File: src/dozq_map.svh
// offsets, field positions, reset values and timing counts of the termination and calibration block
`ifndef DOZQ_MAP_SVH
`define DOZQ_MAP_SVH

// wishbone register offsets (byte addresses)
`define DOZQ_CTRL_OFS     8'h00
`define DOZQ_MR1_OFS      8'h04
`define DOZQ_MR2_OFS      8'h08
`define DOZQ_MR5_OFS      8'h0C
`define DOZQ_LAT_OFS      8'h10
`define DOZQ_STAT_OFS     8'h14

// mode register field positions
`define DOZQ_NOM_HI       10
`define DOZQ_NOM_LO       8
`define DOZQ_WR_HI        11
`define DOZQ_WR_LO        9
`define DOZQ_PARK_HI      8
`define DOZQ_PARK_LO      6
`define DOZQ_TDQS_BIT     11
`define DOZQ_ODTIGN_B2    9
`define DOZQ_ODTIGN_B1    6
`define DOZQ_ODTIGN_B0    2

// latency register fields: cwl[4:0], al[9:5], pl[12:10], preamble 2ck at 13
`define DOZQ_CWL_LO       0
`define DOZQ_AL_LO        5
`define DOZQ_PL_LO        10
`define DOZQ_PRE2_BIT     13

// control register bits
`define DOZQ_CTRL_X8_BIT  0
`define DOZQ_CTRL_DLL_BIT 1

// reset values
`define DOZQ_MR_RST       16'h0000
`define DOZQ_LAT_RST      16'h0009
`define DOZQ_CTRL_RST     16'h0003

// write termination lengths and preamble trims, in clocks
`define DOZQ_WR_BC4_CK    4
`define DOZQ_WR_BL8_CK    6
`define DOZQ_PRE1_TRIM    2
`define DOZQ_PRE2_TRIM    3

// calibration windows in clocks
`define DOZQ_ZQINIT_CK    1024
`define DOZQ_ZQOPER_CK    512
`define DOZQ_ZQCS_CK      64

`endif

File: src/dozq_pkg.sv
// types shared by the termination and calibration block
package dozq_pkg;

  // termination actually applied to the data pins
  typedef enum logic [1:0] {
    DOZQ_TERM_HIZ  = 2'b00,
    DOZQ_TERM_PARK = 2'b01,
    DOZQ_TERM_NOM  = 2'b10,
    DOZQ_TERM_WR   = 2'b11
  } dozq_term_t;

  // calibration command kinds
  typedef enum logic [1:0] {
    DOZQ_CAL_NONE  = 2'b00,
    DOZQ_CAL_LONG  = 2'b01,
    DOZQ_CAL_SHORT = 2'b10
  } dozq_cal_t;

endpackage

File: src/dozq_cal_if.sv
// calibration start and busy signals between the top and its calibration sequencer
`timescale 1ns/10ps
interface dozq_cal_if;
  logic       start;
  dozq_pkg::dozq_cal_t kind;
  logic       busy;
  logic       done;

  modport ctrl (output start, output kind, input busy, input done);
  modport seq  (input start, input kind, output busy, output done);
endinterface

File: src/dozq_delay_line.sv
// programmable delay of a one-bit level by lat_i plus one clocks, up to 64 clocks
`timescale 1ns/10ps
module dozq_delay_line (
  // clock and reset
  input  wire logic       clk_i,
  input  wire logic       rst_i,
  // level in and delay
  input  wire logic       d_i,
  input  wire logic [5:0] lat_i,
  // delayed level
  output logic            q_o
);
  logic [63:0] sh_reg;
  logic [63:0] sh_next;
  logic        q_reg;
  logic        q_next;

  // shift history and pick the tap
  always_comb begin
    sh_next = {sh_reg[62:0], d_i};
    q_next  = (lat_i == 6'h00) ? d_i : sh_reg[lat_i - 6'h01];
  end

  // register the history
  always_ff @(posedge clk_i) begin
    if (rst_i) begin
      sh_reg <= 64'h0;
      q_reg  <= 1'b0;
    end else begin
      sh_reg <= sh_next;
      q_reg  <= q_next;
    end
  end

  assign q_o = q_reg;
endmodule // dozq_delay_line

File: src/dozq_zq_seq.sv
// calibration window counter: long and short calibration with first-after-reset tracking
`timescale 1ns/10ps
`include "dozq_map.svh"
module dozq_zq_seq
  import dozq_pkg::*;
(
  // clock and reset
  input  wire logic clk_i,
  input  wire logic rst_i,
  // calibration link to the top
  dozq_cal_if.seq   cal,
  // calibration current path enable
  output logic      zq_current_o
);
  logic [10:0] cnt_reg;
  logic [10:0] cnt_next;
  logic        first_reg;
  logic        first_next;
  logic        done_reg;
  logic        done_next;

  // load the window length by kind, count down, end with current off
  always_comb begin
    cnt_next   = cnt_reg;
    first_next = first_reg;
    done_next  = 1'b0;
    if (cnt_reg == 11'h000 && cal.start) begin
      if (cal.kind == DOZQ_CAL_LONG) begin
        cnt_next   = first_reg ? 11'(`DOZQ_ZQINIT_CK) : 11'(`DOZQ_ZQOPER_CK);
        first_next = 1'b0;
      end else if (cal.kind == DOZQ_CAL_SHORT) begin
        cnt_next = 11'(`DOZQ_ZQCS_CK);
      end
    end else if (cnt_reg != 11'h000) begin
      cnt_next  = cnt_reg - 11'h001;
      done_next = (cnt_reg == 11'h001);
    end
  end

  // register counter state
  always_ff @(posedge clk_i) begin
    if (rst_i) begin
      cnt_reg   <= 11'h000;
      first_reg <= 1'b1;
      done_reg  <= 1'b0;
    end else begin
      cnt_reg   <= cnt_next;
      first_reg <= first_next;
      done_reg  <= done_next;
    end
  end

  assign cal.busy     = (cnt_reg != 11'h000);
  assign cal.done     = done_reg;
  assign zq_current_o = (cnt_reg != 11'h000);
endmodule // dozq_zq_seq

File: src/dozq_odt_zq_ctrl.sv
// termination selection and calibration control with a wishbone register file
//
// Decided for this implementation: the Wishbone interface to the registers and the register addresses.
`timescale 1ns/10ps
`include "dozq_map.svh"
// What this block does
// - first long calibration finishes within the init window, later ones within operational window.
// - each short calibration finishes within 64 clocks.
// - no automatic recalibration after self refresh exit; only explicit commands.
// - termination is forced off during calibration if the controller leaves it on.
// - calibration current path is switched off once calibration completes.
// - in self refresh termination is off and the ODT pin ignored.
// - ODT pin ignored when nominal disable bits 9, 6 and 2 are all zero.
// - termination enabled when park field non-zero, write field 1 to 3, or nominal field non-zero with bit 9, 6 or 2 set.
// - write termination applies for its window after WRITE regardless of ODT pin.
// - priority: disabled, then write, then nominal, then park.
// - idle: ODT high gives nominal, else park if enabled, else high impedance.
// - during a read window termination is high impedance.
// - ODT receiver powered down when nominal termination is disabled.
// - nominal and park code 240 to 34 ohm; write codes 240, 120, 80 only.
// - x8 strobe pair terminated only when MR1 bit 11 is one.
// - synchronous ODT timing whenever DLL on and locked.
// - nominal switches DODTLon after ODT high, DODTLoff after low.
// - direct latency is CWL+AL+PL minus 2, or minus 3 with 2-clock preamble.
// - write termination starts WL-2 after WRITE (WL-3 with 2-clock preamble) and lasts 4 or 6 clocks.
module dozq_odt_zq_ctrl
  import dozq_pkg::*;
(
  // clock and reset
  input  wire logic        clk_i,
  input  wire logic        rst_i,
  // wishbone slave
  input  wire logic        cyc_i,
  input  wire logic        stb_i,
  input  wire logic        we_i,
  input  wire logic [7:0]  adr_i,
  input  wire logic [3:0]  sel_i,
  input  wire logic [31:0] dat_i,
  output logic      [31:0] dat_o,
  output logic             ack_o,
  // device command decode and pins
  input  wire logic        odt_i,
  input  wire logic        cmd_wr_i,
  input  wire logic        cmd_wr_bl8_i,
  input  wire logic        cmd_rd_i,
  input  wire logic        cmd_zqcl_i,
  input  wire logic        cmd_zqcs_i,
  input  wire logic        self_refresh_i,
  input  wire logic        dll_locked_i,
  input  wire logic [5:0]  rd_window_ck_i,
  // termination and calibration outputs
  output dozq_term_t       term_o,
  output logic      [2:0]  term_code_o,
  output logic             tdqs_term_o,
  output logic             odt_rx_en_o,
  output logic             sync_odt_o,
  output logic             cal_busy_o,
  output logic             zq_current_o
);
  dozq_cal_if cal ();

  logic [15:0] ctrl_reg;
  logic [15:0] ctrl_next;
  logic [15:0] mr1_reg;
  logic [15:0] mr1_next;
  logic [15:0] mr2_reg;
  logic [15:0] mr2_next;
  logic [15:0] mr5_reg;
  logic [15:0] mr5_next;
  logic [15:0] lat_reg;
  logic [15:0] lat_next;
  logic [31:0] dat_reg;
  logic [31:0] dat_next;
  logic        ack_reg;
  logic        ack_next;
  logic [2:0]  nom_code;
  logic [2:0]  wr_code;
  logic [2:0]  park_code;
  logic        nom_en;
  logic        wr_en;
  logic        park_en;
  logic        odt_use;
  logic        odt_dly;
  logic [6:0]  lat_sum;
  logic [5:0]  dodtl;
  logic [5:0]  wr_start;
  logic [3:0]  wr_len_reg;
  logic [3:0]  wr_len_next;
  logic [5:0]  wr_wait_reg;
  logic [5:0]  wr_wait_next;
  logic [3:0]  wr_on_reg;
  logic [3:0]  wr_on_next;
  logic [5:0]  rd_cnt_reg;
  logic [5:0]  rd_cnt_next;
  dozq_term_t  term_reg;
  dozq_term_t  term_next;
  logic [2:0]  code_reg;
  logic [2:0]  code_next;
  logic        wb_hit;

  // mode register fields and enables
  always_comb begin
    nom_code  = mr1_reg[`DOZQ_NOM_HI:`DOZQ_NOM_LO];
    wr_code   = mr2_reg[`DOZQ_WR_HI:`DOZQ_WR_LO];
    park_code = mr5_reg[`DOZQ_PARK_HI:`DOZQ_PARK_LO];
    nom_en    = (mr1_reg[`DOZQ_ODTIGN_B2] | mr1_reg[`DOZQ_ODTIGN_B1] | mr1_reg[`DOZQ_ODTIGN_B0])
                & (nom_code != 3'h0);
    wr_en     = (wr_code != 3'h0) && (wr_code <= 3'h3);
    park_en   = (park_code != 3'h0);
  end

  // direct latency: cwl+al+pl less preamble trim
  always_comb begin
    lat_sum = 7'(lat_reg[`DOZQ_CWL_LO +: 5]) + 7'(lat_reg[`DOZQ_AL_LO +: 5]) + 7'(lat_reg[`DOZQ_PL_LO +: 3]);
    if (lat_reg[`DOZQ_PRE2_BIT]) begin
      dodtl = (lat_sum > 7'h03) ? 6'(lat_sum - 7'h03) : 6'h00;
    end else begin
      dodtl = (lat_sum > 7'h02) ? 6'(lat_sum - 7'h02) : 6'h00;
    end
    wr_start = dodtl;
  end

  // odt pin gated by self refresh and nominal disable
  assign odt_use = odt_i & nom_en & ~self_refresh_i;

  // nominal termination follows the pin after the direct latency
  dozq_delay_line u_odt_dly (
    .clk_i (clk_i),
    .rst_i (rst_i),
    .d_i   (odt_use),
    .lat_i (dodtl),
    .q_o   (odt_dly)
  );

  // calibration start, no self-started recalibration
  assign cal.start = (cmd_zqcl_i | cmd_zqcs_i) & ~self_refresh_i;
  assign cal.kind  = cmd_zqcl_i ? DOZQ_CAL_LONG : (cmd_zqcs_i ? DOZQ_CAL_SHORT : DOZQ_CAL_NONE);

  dozq_zq_seq u_zq (
    .clk_i        (clk_i),
    .rst_i        (rst_i),
    .cal          (cal),
    .zq_current_o (zq_current_o)
  );

  // write and read termination windows
  always_comb begin
    wr_wait_next = wr_wait_reg;
    wr_on_next   = wr_on_reg;
    wr_len_next  = wr_len_reg;
    rd_cnt_next  = (rd_cnt_reg != 6'h00) ? rd_cnt_reg - 6'h01 : 6'h00;
    if (wr_wait_reg != 6'h00) begin
      wr_wait_next = wr_wait_reg - 6'h01;
      if (wr_wait_reg == 6'h01) begin
        wr_on_next = wr_len_reg;
      end
    end else if (wr_on_reg != 4'h0) begin
      wr_on_next = wr_on_reg - 4'h1;
    end
    if (cmd_wr_i && wr_en) begin
      wr_len_next = cmd_wr_bl8_i ? 4'(`DOZQ_WR_BL8_CK) : 4'(`DOZQ_WR_BC4_CK);
      if (wr_start == 6'h00) begin
        wr_wait_next = 6'h00;
        wr_on_next   = wr_len_next;
      end else begin
        wr_wait_next = wr_start;
      end
    end
    if (cmd_rd_i) begin
      rd_cnt_next = rd_window_ck_i;
    end
  end

  // termination priority resolution
  always_comb begin
    term_next = DOZQ_TERM_HIZ;
    code_next = 3'h0;
    if (self_refresh_i || cal.busy || rd_cnt_reg != 6'h00) begin
      term_next = DOZQ_TERM_HIZ;
    end else if (wr_on_reg != 4'h0) begin
      term_next = DOZQ_TERM_WR;
      code_next = wr_code;
    end else if (odt_dly && nom_en) begin
      term_next = DOZQ_TERM_NOM;
      code_next = nom_code;
    end else if (park_en) begin
      term_next = DOZQ_TERM_PARK;
      code_next = park_code;
    end
  end

  // wishbone register writes and read data
  assign wb_hit = cyc_i & stb_i & ~ack_reg;
  always_comb begin
    ctrl_next = ctrl_reg;
    mr1_next  = mr1_reg;
    mr2_next  = mr2_reg;
    mr5_next  = mr5_reg;
    lat_next  = lat_reg;
    dat_next  = 32'h0;
    ack_next  = wb_hit;
    if (wb_hit && we_i) begin
      unique case (adr_i)
        `DOZQ_CTRL_OFS: ctrl_next = {sel_i[1] ? dat_i[15:8] : ctrl_reg[15:8], sel_i[0] ? dat_i[7:0] : ctrl_reg[7:0]};
        `DOZQ_MR1_OFS:  mr1_next  = {sel_i[1] ? dat_i[15:8] : mr1_reg[15:8], sel_i[0] ? dat_i[7:0] : mr1_reg[7:0]};
        `DOZQ_MR2_OFS:  mr2_next  = {sel_i[1] ? dat_i[15:8] : mr2_reg[15:8], sel_i[0] ? dat_i[7:0] : mr2_reg[7:0]};
        `DOZQ_MR5_OFS:  mr5_next  = {sel_i[1] ? dat_i[15:8] : mr5_reg[15:8], sel_i[0] ? dat_i[7:0] : mr5_reg[7:0]};
        `DOZQ_LAT_OFS:  lat_next  = {sel_i[1] ? dat_i[15:8] : lat_reg[15:8], sel_i[0] ? dat_i[7:0] : lat_reg[7:0]};
        default: ;
      endcase
    end
    if (wb_hit && !we_i) begin
      unique case (adr_i)
        `DOZQ_CTRL_OFS: dat_next = {16'h0, ctrl_reg};
        `DOZQ_MR1_OFS:  dat_next = {16'h0, mr1_reg};
        `DOZQ_MR2_OFS:  dat_next = {16'h0, mr2_reg};
        `DOZQ_MR5_OFS:  dat_next = {16'h0, mr5_reg};
        `DOZQ_LAT_OFS:  dat_next = {16'h0, lat_reg};
        `DOZQ_STAT_OFS: dat_next = {24'h0, zq_current_o, cal.busy, term_reg, code_reg, odt_dly};
        default:        dat_next = 32'h0;
      endcase
    end
  end

  // register all state
  always_ff @(posedge clk_i) begin
    if (rst_i) begin
      ctrl_reg    <= `DOZQ_CTRL_RST;
      mr1_reg     <= `DOZQ_MR_RST;
      mr2_reg     <= `DOZQ_MR_RST;
      mr5_reg     <= `DOZQ_MR_RST;
      lat_reg     <= `DOZQ_LAT_RST;
      dat_reg     <= 32'h0;
      ack_reg     <= 1'b0;
      wr_len_reg  <= 4'h0;
      wr_wait_reg <= 6'h00;
      wr_on_reg   <= 4'h0;
      rd_cnt_reg  <= 6'h00;
      term_reg    <= DOZQ_TERM_HIZ;
      code_reg    <= 3'h0;
    end else begin
      ctrl_reg    <= ctrl_next;
      mr1_reg     <= mr1_next;
      mr2_reg     <= mr2_next;
      mr5_reg     <= mr5_next;
      lat_reg     <= lat_next;
      dat_reg     <= dat_next;
      ack_reg     <= ack_next;
      wr_len_reg  <= wr_len_next;
      wr_wait_reg <= wr_wait_next;
      wr_on_reg   <= wr_on_next;
      rd_cnt_reg  <= rd_cnt_next;
      term_reg    <= term_next;
      code_reg    <= code_next;
    end
  end

  // outputs
  assign dat_o        = dat_reg;
  assign ack_o        = ack_reg;
  assign term_o       = term_reg;
  assign term_code_o  = code_reg;
  assign tdqs_term_o  = ctrl_reg[`DOZQ_CTRL_X8_BIT] & mr1_reg[`DOZQ_TDQS_BIT] & (term_reg != DOZQ_TERM_HIZ);
  assign odt_rx_en_o  = nom_en & ~self_refresh_i;
  assign sync_odt_o   = dll_locked_i & ctrl_reg[`DOZQ_CTRL_DLL_BIT];
  assign cal_busy_o   = cal.busy;
endmodule // dozq_odt_zq_ctrl

File: config.mk
export PLATFORM = sky130hd
export DESIGN_NAME = dozq_odt_zq_ctrl
export DESIGN_NICKNAME = d
export VERILOG_FILES = /design/src/dozq_pkg.sv /design/src/dozq_cal_if.sv /design/src/dozq_delay_line.sv /design/src/dozq_zq_seq.sv /design/src/dozq_odt_zq_ctrl.sv
export VERILOG_INCLUDE_DIRS = /design/src
export SDC_FILE = /design/constraint.sdc
export NUM_CORES = 1
export LEC_CHECK = 0
export BUFFER_PORTS_ARGS = -buffer_cell sky130_fd_sc_hd__buf_2
export CAP_MARGIN = 20
export CORE_MARGIN = 5
export CORE_UTILIZATION = 40
export CTS_BUF_LIST = sky130_fd_sc_hd__clkbuf_2 sky130_fd_sc_hd__clkbuf_4 sky130_fd_sc_hd__clkbuf_8
export DETAILED_ROUTE_END_ITERATION = 12
export PLACE_DENSITY_LB_ADDON = 0.12
export SLEW_MARGIN = 20
export SYNTH_ARGS = -nofsm -noshare
export SYNTH_HDL_FRONTEND = slang
export SYNTH_SLANG_ARGS = --single-unit
File: constraint.sdc
create_clock -name clk_i -period 4.4 [get_ports clk_i]
set_input_delay 0.44 -clock clk_i [delete_from_list [all_inputs] [get_ports clk_i]]
set_output_delay 0.44 -clock clk_i [all_outputs]
set_load 0.1 [all_outputs]
==> results.cfg <==
[finish]
most_common_cell_after_layout_fill_and_taps_aside = dfxtp_1
finalInstanceArea_um2 = 10300
fillerInstances = 2190
fraction_of_final_layout_cells_with_drive_strength_greater_than_1_pct = 18.5
final_util_pct = 45.9
final_nets = 1104
syn_to_final_growth_pct = 13.9
n_antenna_cell = 0
commonest_non_fill_non_tap_cells_in_the_layout = dfxtp_1 (196), nor2_1 (159), mux2i_1 (115)
largest_register_ff_count = 64
post_layout_nonfiller_instances = 1317

[timing]
worst_slew_pin_slew_ps = 956
finalHoldViolations = 0
slew_violations = 0
fmax_mhz = 235
final.period_utilization_pct = 96.6
setup_viol_count_final = 0
slew_headroom_pct = 36.1
period_minus_slack_ps = 4250
finalClockSkew_ps = 20.2
setup_total_negative_slack_ps = 0

[global_routing]
first_pass_grt_wire_length_um = 34700
grt_antenna_before_repair = 0
all_layer_gr_usage_pct = 16.5
grt-busiest-layer = met2
met1_routing_resource_usage_after_global_routing_pct = 23.9
globalRouteOverflowTotal = 0
first_global_vias = 6330
use_met2_pct = 25.5
met3_usage_pct = 3.34
grt_max_degree = 91

[synthesis]
postSynthCellCount = 939
yosys.area_share.adder_pct = 3.38
ys_seq_area_share_pct = 43.6
synth-main-ff-cell = dfxtp_1
ffs_w_async_s_r_synth_pct = 0
synth_xor_xnor_area_share_pct = 1.92
synth-compound-area-share_pct = 10.4
synthSimpleGateAreaFrac_pct = 18.9
synth_enable_flop_cells = 0
post_synthesis_instance_area_um2 = 9040
synth-warning-count = 0
synthDistinctLibCells = 75
muxShareOfSynthArea_pct = 17.3
avgSynthCellArea_um2 = 9.63
yosys_register_bits = 197
main_combinational_cell_family_by_area_after_synthesis = simple AND/OR/NAND/NOR gates

[die]
initial_core_util_pct = 40.3
die_h_um = 160
rows = 55
die_width_um = 160
io-pin-count = 106
core-area_um2 = 22400
die_area_um2 = 25700

[placement]
routability_congestion = 0.822
port_buffers = 71
post_dp_cell_area_um2 = 9720
numPlacedInstances = 1274
detailed_place_hpwl_um = 15000

[worst_setup_path]
cp-startpoint = lat_reg[1]$_SDFFE_PP0P_
criticalPathCategory = flop to flop
critPathMostFrequentCell = ha_1
worst_stage_delay_on_the_critical_path_ps = 610
worst_setup_path_endpoint = u_odt_dly.q_o$_SDFF_PP0_
startpoint_type = flop
critical_path.reg2reg.endpoint = u_odt_dly.q_o$_SDFF_PP0_
ff2ff_setup_slack_ps = 150
critical-path-slowest-cell = fa_2
critical_path.n_buffers_inverters = 2
cell_by_cell_trace_of_the_critical_path = fa_1, ha_1, inv_1, fa_2, ha_1, a211oi_2, a311oi_4, nor2_1, a21oi_2, ha_4, buf_12, mux4_2, and3_2, a211o_1, a21o_1, o2111ai_2, o211ai_2
worst-path-max-fanout = 16
timing.critical_path.depth = 17
critPathRequiredTime_ps = 4750
rr_worst_depth = 17
critPathTopFamily = adder cells
worst_r2r_startpoint = lat_reg[1]$_SDFFE_PP0P_
worstSetupEndpointType = flop
critical_path_arrival_ps = 4600

[detailed_routing]
detail_route.vias_per_cell = 5.12
drtAntennaViolNets = 0
postRouteWirelength_um = 21400
via_count = 6743
dr.pass1.iters = 6
detail_route.wl_per_cell_um = 16.3
detail_route.iter0.violations = 292
drt_drc_violations_left = 0

[power]
leakage_uw = 0.00421
power_density_nw_per_um2 = 366
power.ir.vdd_worst_uv = 205

[job]
cap_viol_max_count = 0

[run_status]
status = completed

[clocking]
cts.path.max_buffers = 2
cts_made_buffers = 17
tritoncts_clock_tree = built
clk_pin_slew_worst_paths_ps = 110
root_buffer = clkbuf_8
tritoncts_num_sinks = 197
worst_skew_pair.late_latency_ps = 470
cts_htree_levels = 4
cts-hold-fix-buffers = 0

[worst_hold_path]
whs_path_depth = 3
worstHoldPathType = input pin to flop
what timing repair did:
| item | 4_1_cts | 5_1_grt |
|---|---|---|
| setup endpoints to repair | 0 | 1 |
| resized for setup | 0 | 16 |
| buffers inserted | 0 | 11 |
cell usage after synthesis, types with 4 or more instances:
cell / n / share of area, %
a211o_1: 4 / 0.39
a211oi_1: 13 / 1.1
a21oi_1: 35 / 1.9
a221oi_1: 7 / 0.68
a22oi_1: 5 / 0.42
buf_4: 18 / 1.5
clkbuf_1: 37 / 1.5
dfxtp_1: 197 / 44
fa_1: 4 / 0.89
ha_1: 18 / 2.5
inv_1: 21 / 0.87
mux2i_1: 115 / 13
mux4_2: 12 / 3.0
nand2_1: 40 / 1.7
nand2b_1: 9 / 0.62
nand3_1: 10 / 0.55
nand4_1: 5 / 0.35
nor2_1: 160 / 6.6
nor2b_1: 70 / 4.8
nor3_1: 15 / 0.83
nor3b_1: 5 / 0.42
nor4_1: 5 / 0.35
o21ai_0: 17 / 0.94
o22ai_1: 15 / 1.0
or3_1: 8 / 0.55
xnor2_1: 11 / 1.1
xor2_1: 7 / 0.68
worst register-to-register path, stage by stage, from the launching register on:
cell and delay (ps):
dfxtp_2 350, fa_1 540, ha_1 160, inv_1 60, fa_2 610, ha_1 220
a211oi_2 70, a311oi_4 320, nor2_1 90, a21oi_2 180, ha_4 230, buf_12 150
mux4_2 290, and3_2 220, a211o_1 270, a21o_1 170, o2111ai_2 90, o211ai_2 110
where the power goes:
| part | total, uW | switching [uW] | internal (uW) |
|---|---|---|---|
| logic | 711 | 482 | 230 |
| registers | 1890 | 53.4 | 1840 |
| clock network | 1160 | 732 | 428 |
| total | 3770 | 1270 | 2500 |
routing by layer:
layer | share of wire, % | wire [um] | vias up
li1 | - | - | 3397
met1 | 50 | 10700 | 3234
met2 | 46 | 9750 | 99
met3 | 3.4 | 728 | 13
met4 | 0.92 | 196 | 0
met5 | 0 | 0 | -
how the worst min path moves through the flow:
stage,from,end,slack [ps]
after CTS,rd_window_ck_i[2],rd_cnt_reg[2]$_SDFF_PP0_,170
after global placement,u_odt_dly.sh_reg[46]$_SDFF_PP0_,u_odt_dly.sh_reg[47]$_SDFF_PP0_,440
after global routing,rd_window_ck_i[0],rd_cnt_reg[0]$_SDFF_PP0_,190
final,rd_window_ck_i[2],rd_cnt_reg[2]$_SDFF_PP0_,200
after floorplan,u_odt_dly.sh_reg[23]$_SDFF_PP0_,u_odt_dly.sh_reg[24]$_SDFF_PP0_,430
after detailed placement,u_odt_dly.sh_reg[45]$_SDFF_PP0_,u_odt_dly.sh_reg[46]$_SDFF_PP0_,450
cell families after synthesis:
kind of cell               Yosys count
muxes                              134
adders and majority gates           22
xor gates and xnor gates            19
AOI/OAI and AO/OA                  131
other                                1
DFF                                197
buffers and inverters               84
and+or+nand+nor                    351
cell type report:
type / instances / area [um^2] / share of cell area, %
Clock buffer: 17 / 234 / 2.27
Clock inverter: 15 / 158 / 1.53
Inverter: 21 / 78.8 / 0.766
Multi-Input combinational cell: 673 / 4860 / 47.2
Sequential cell: 197 / 3950 / 38.3
Tap cell: 285 / 357 / 3.46
Timing Repair Buffer: 109 / 668 / 6.49
through the flow:
step	hold WS, ps	power (uW)	setup WS (ps)
5_1_grt	193	3980	-26.0
2_1_floorplan	429	2510	4.40
6_report	202	3770	151
3_3_place_gp	436	2640	41.4
4_1_cts	172	3820	11.9
3_5_place_dp	447	2650	55.8
(Power assumes the default switching activity.)
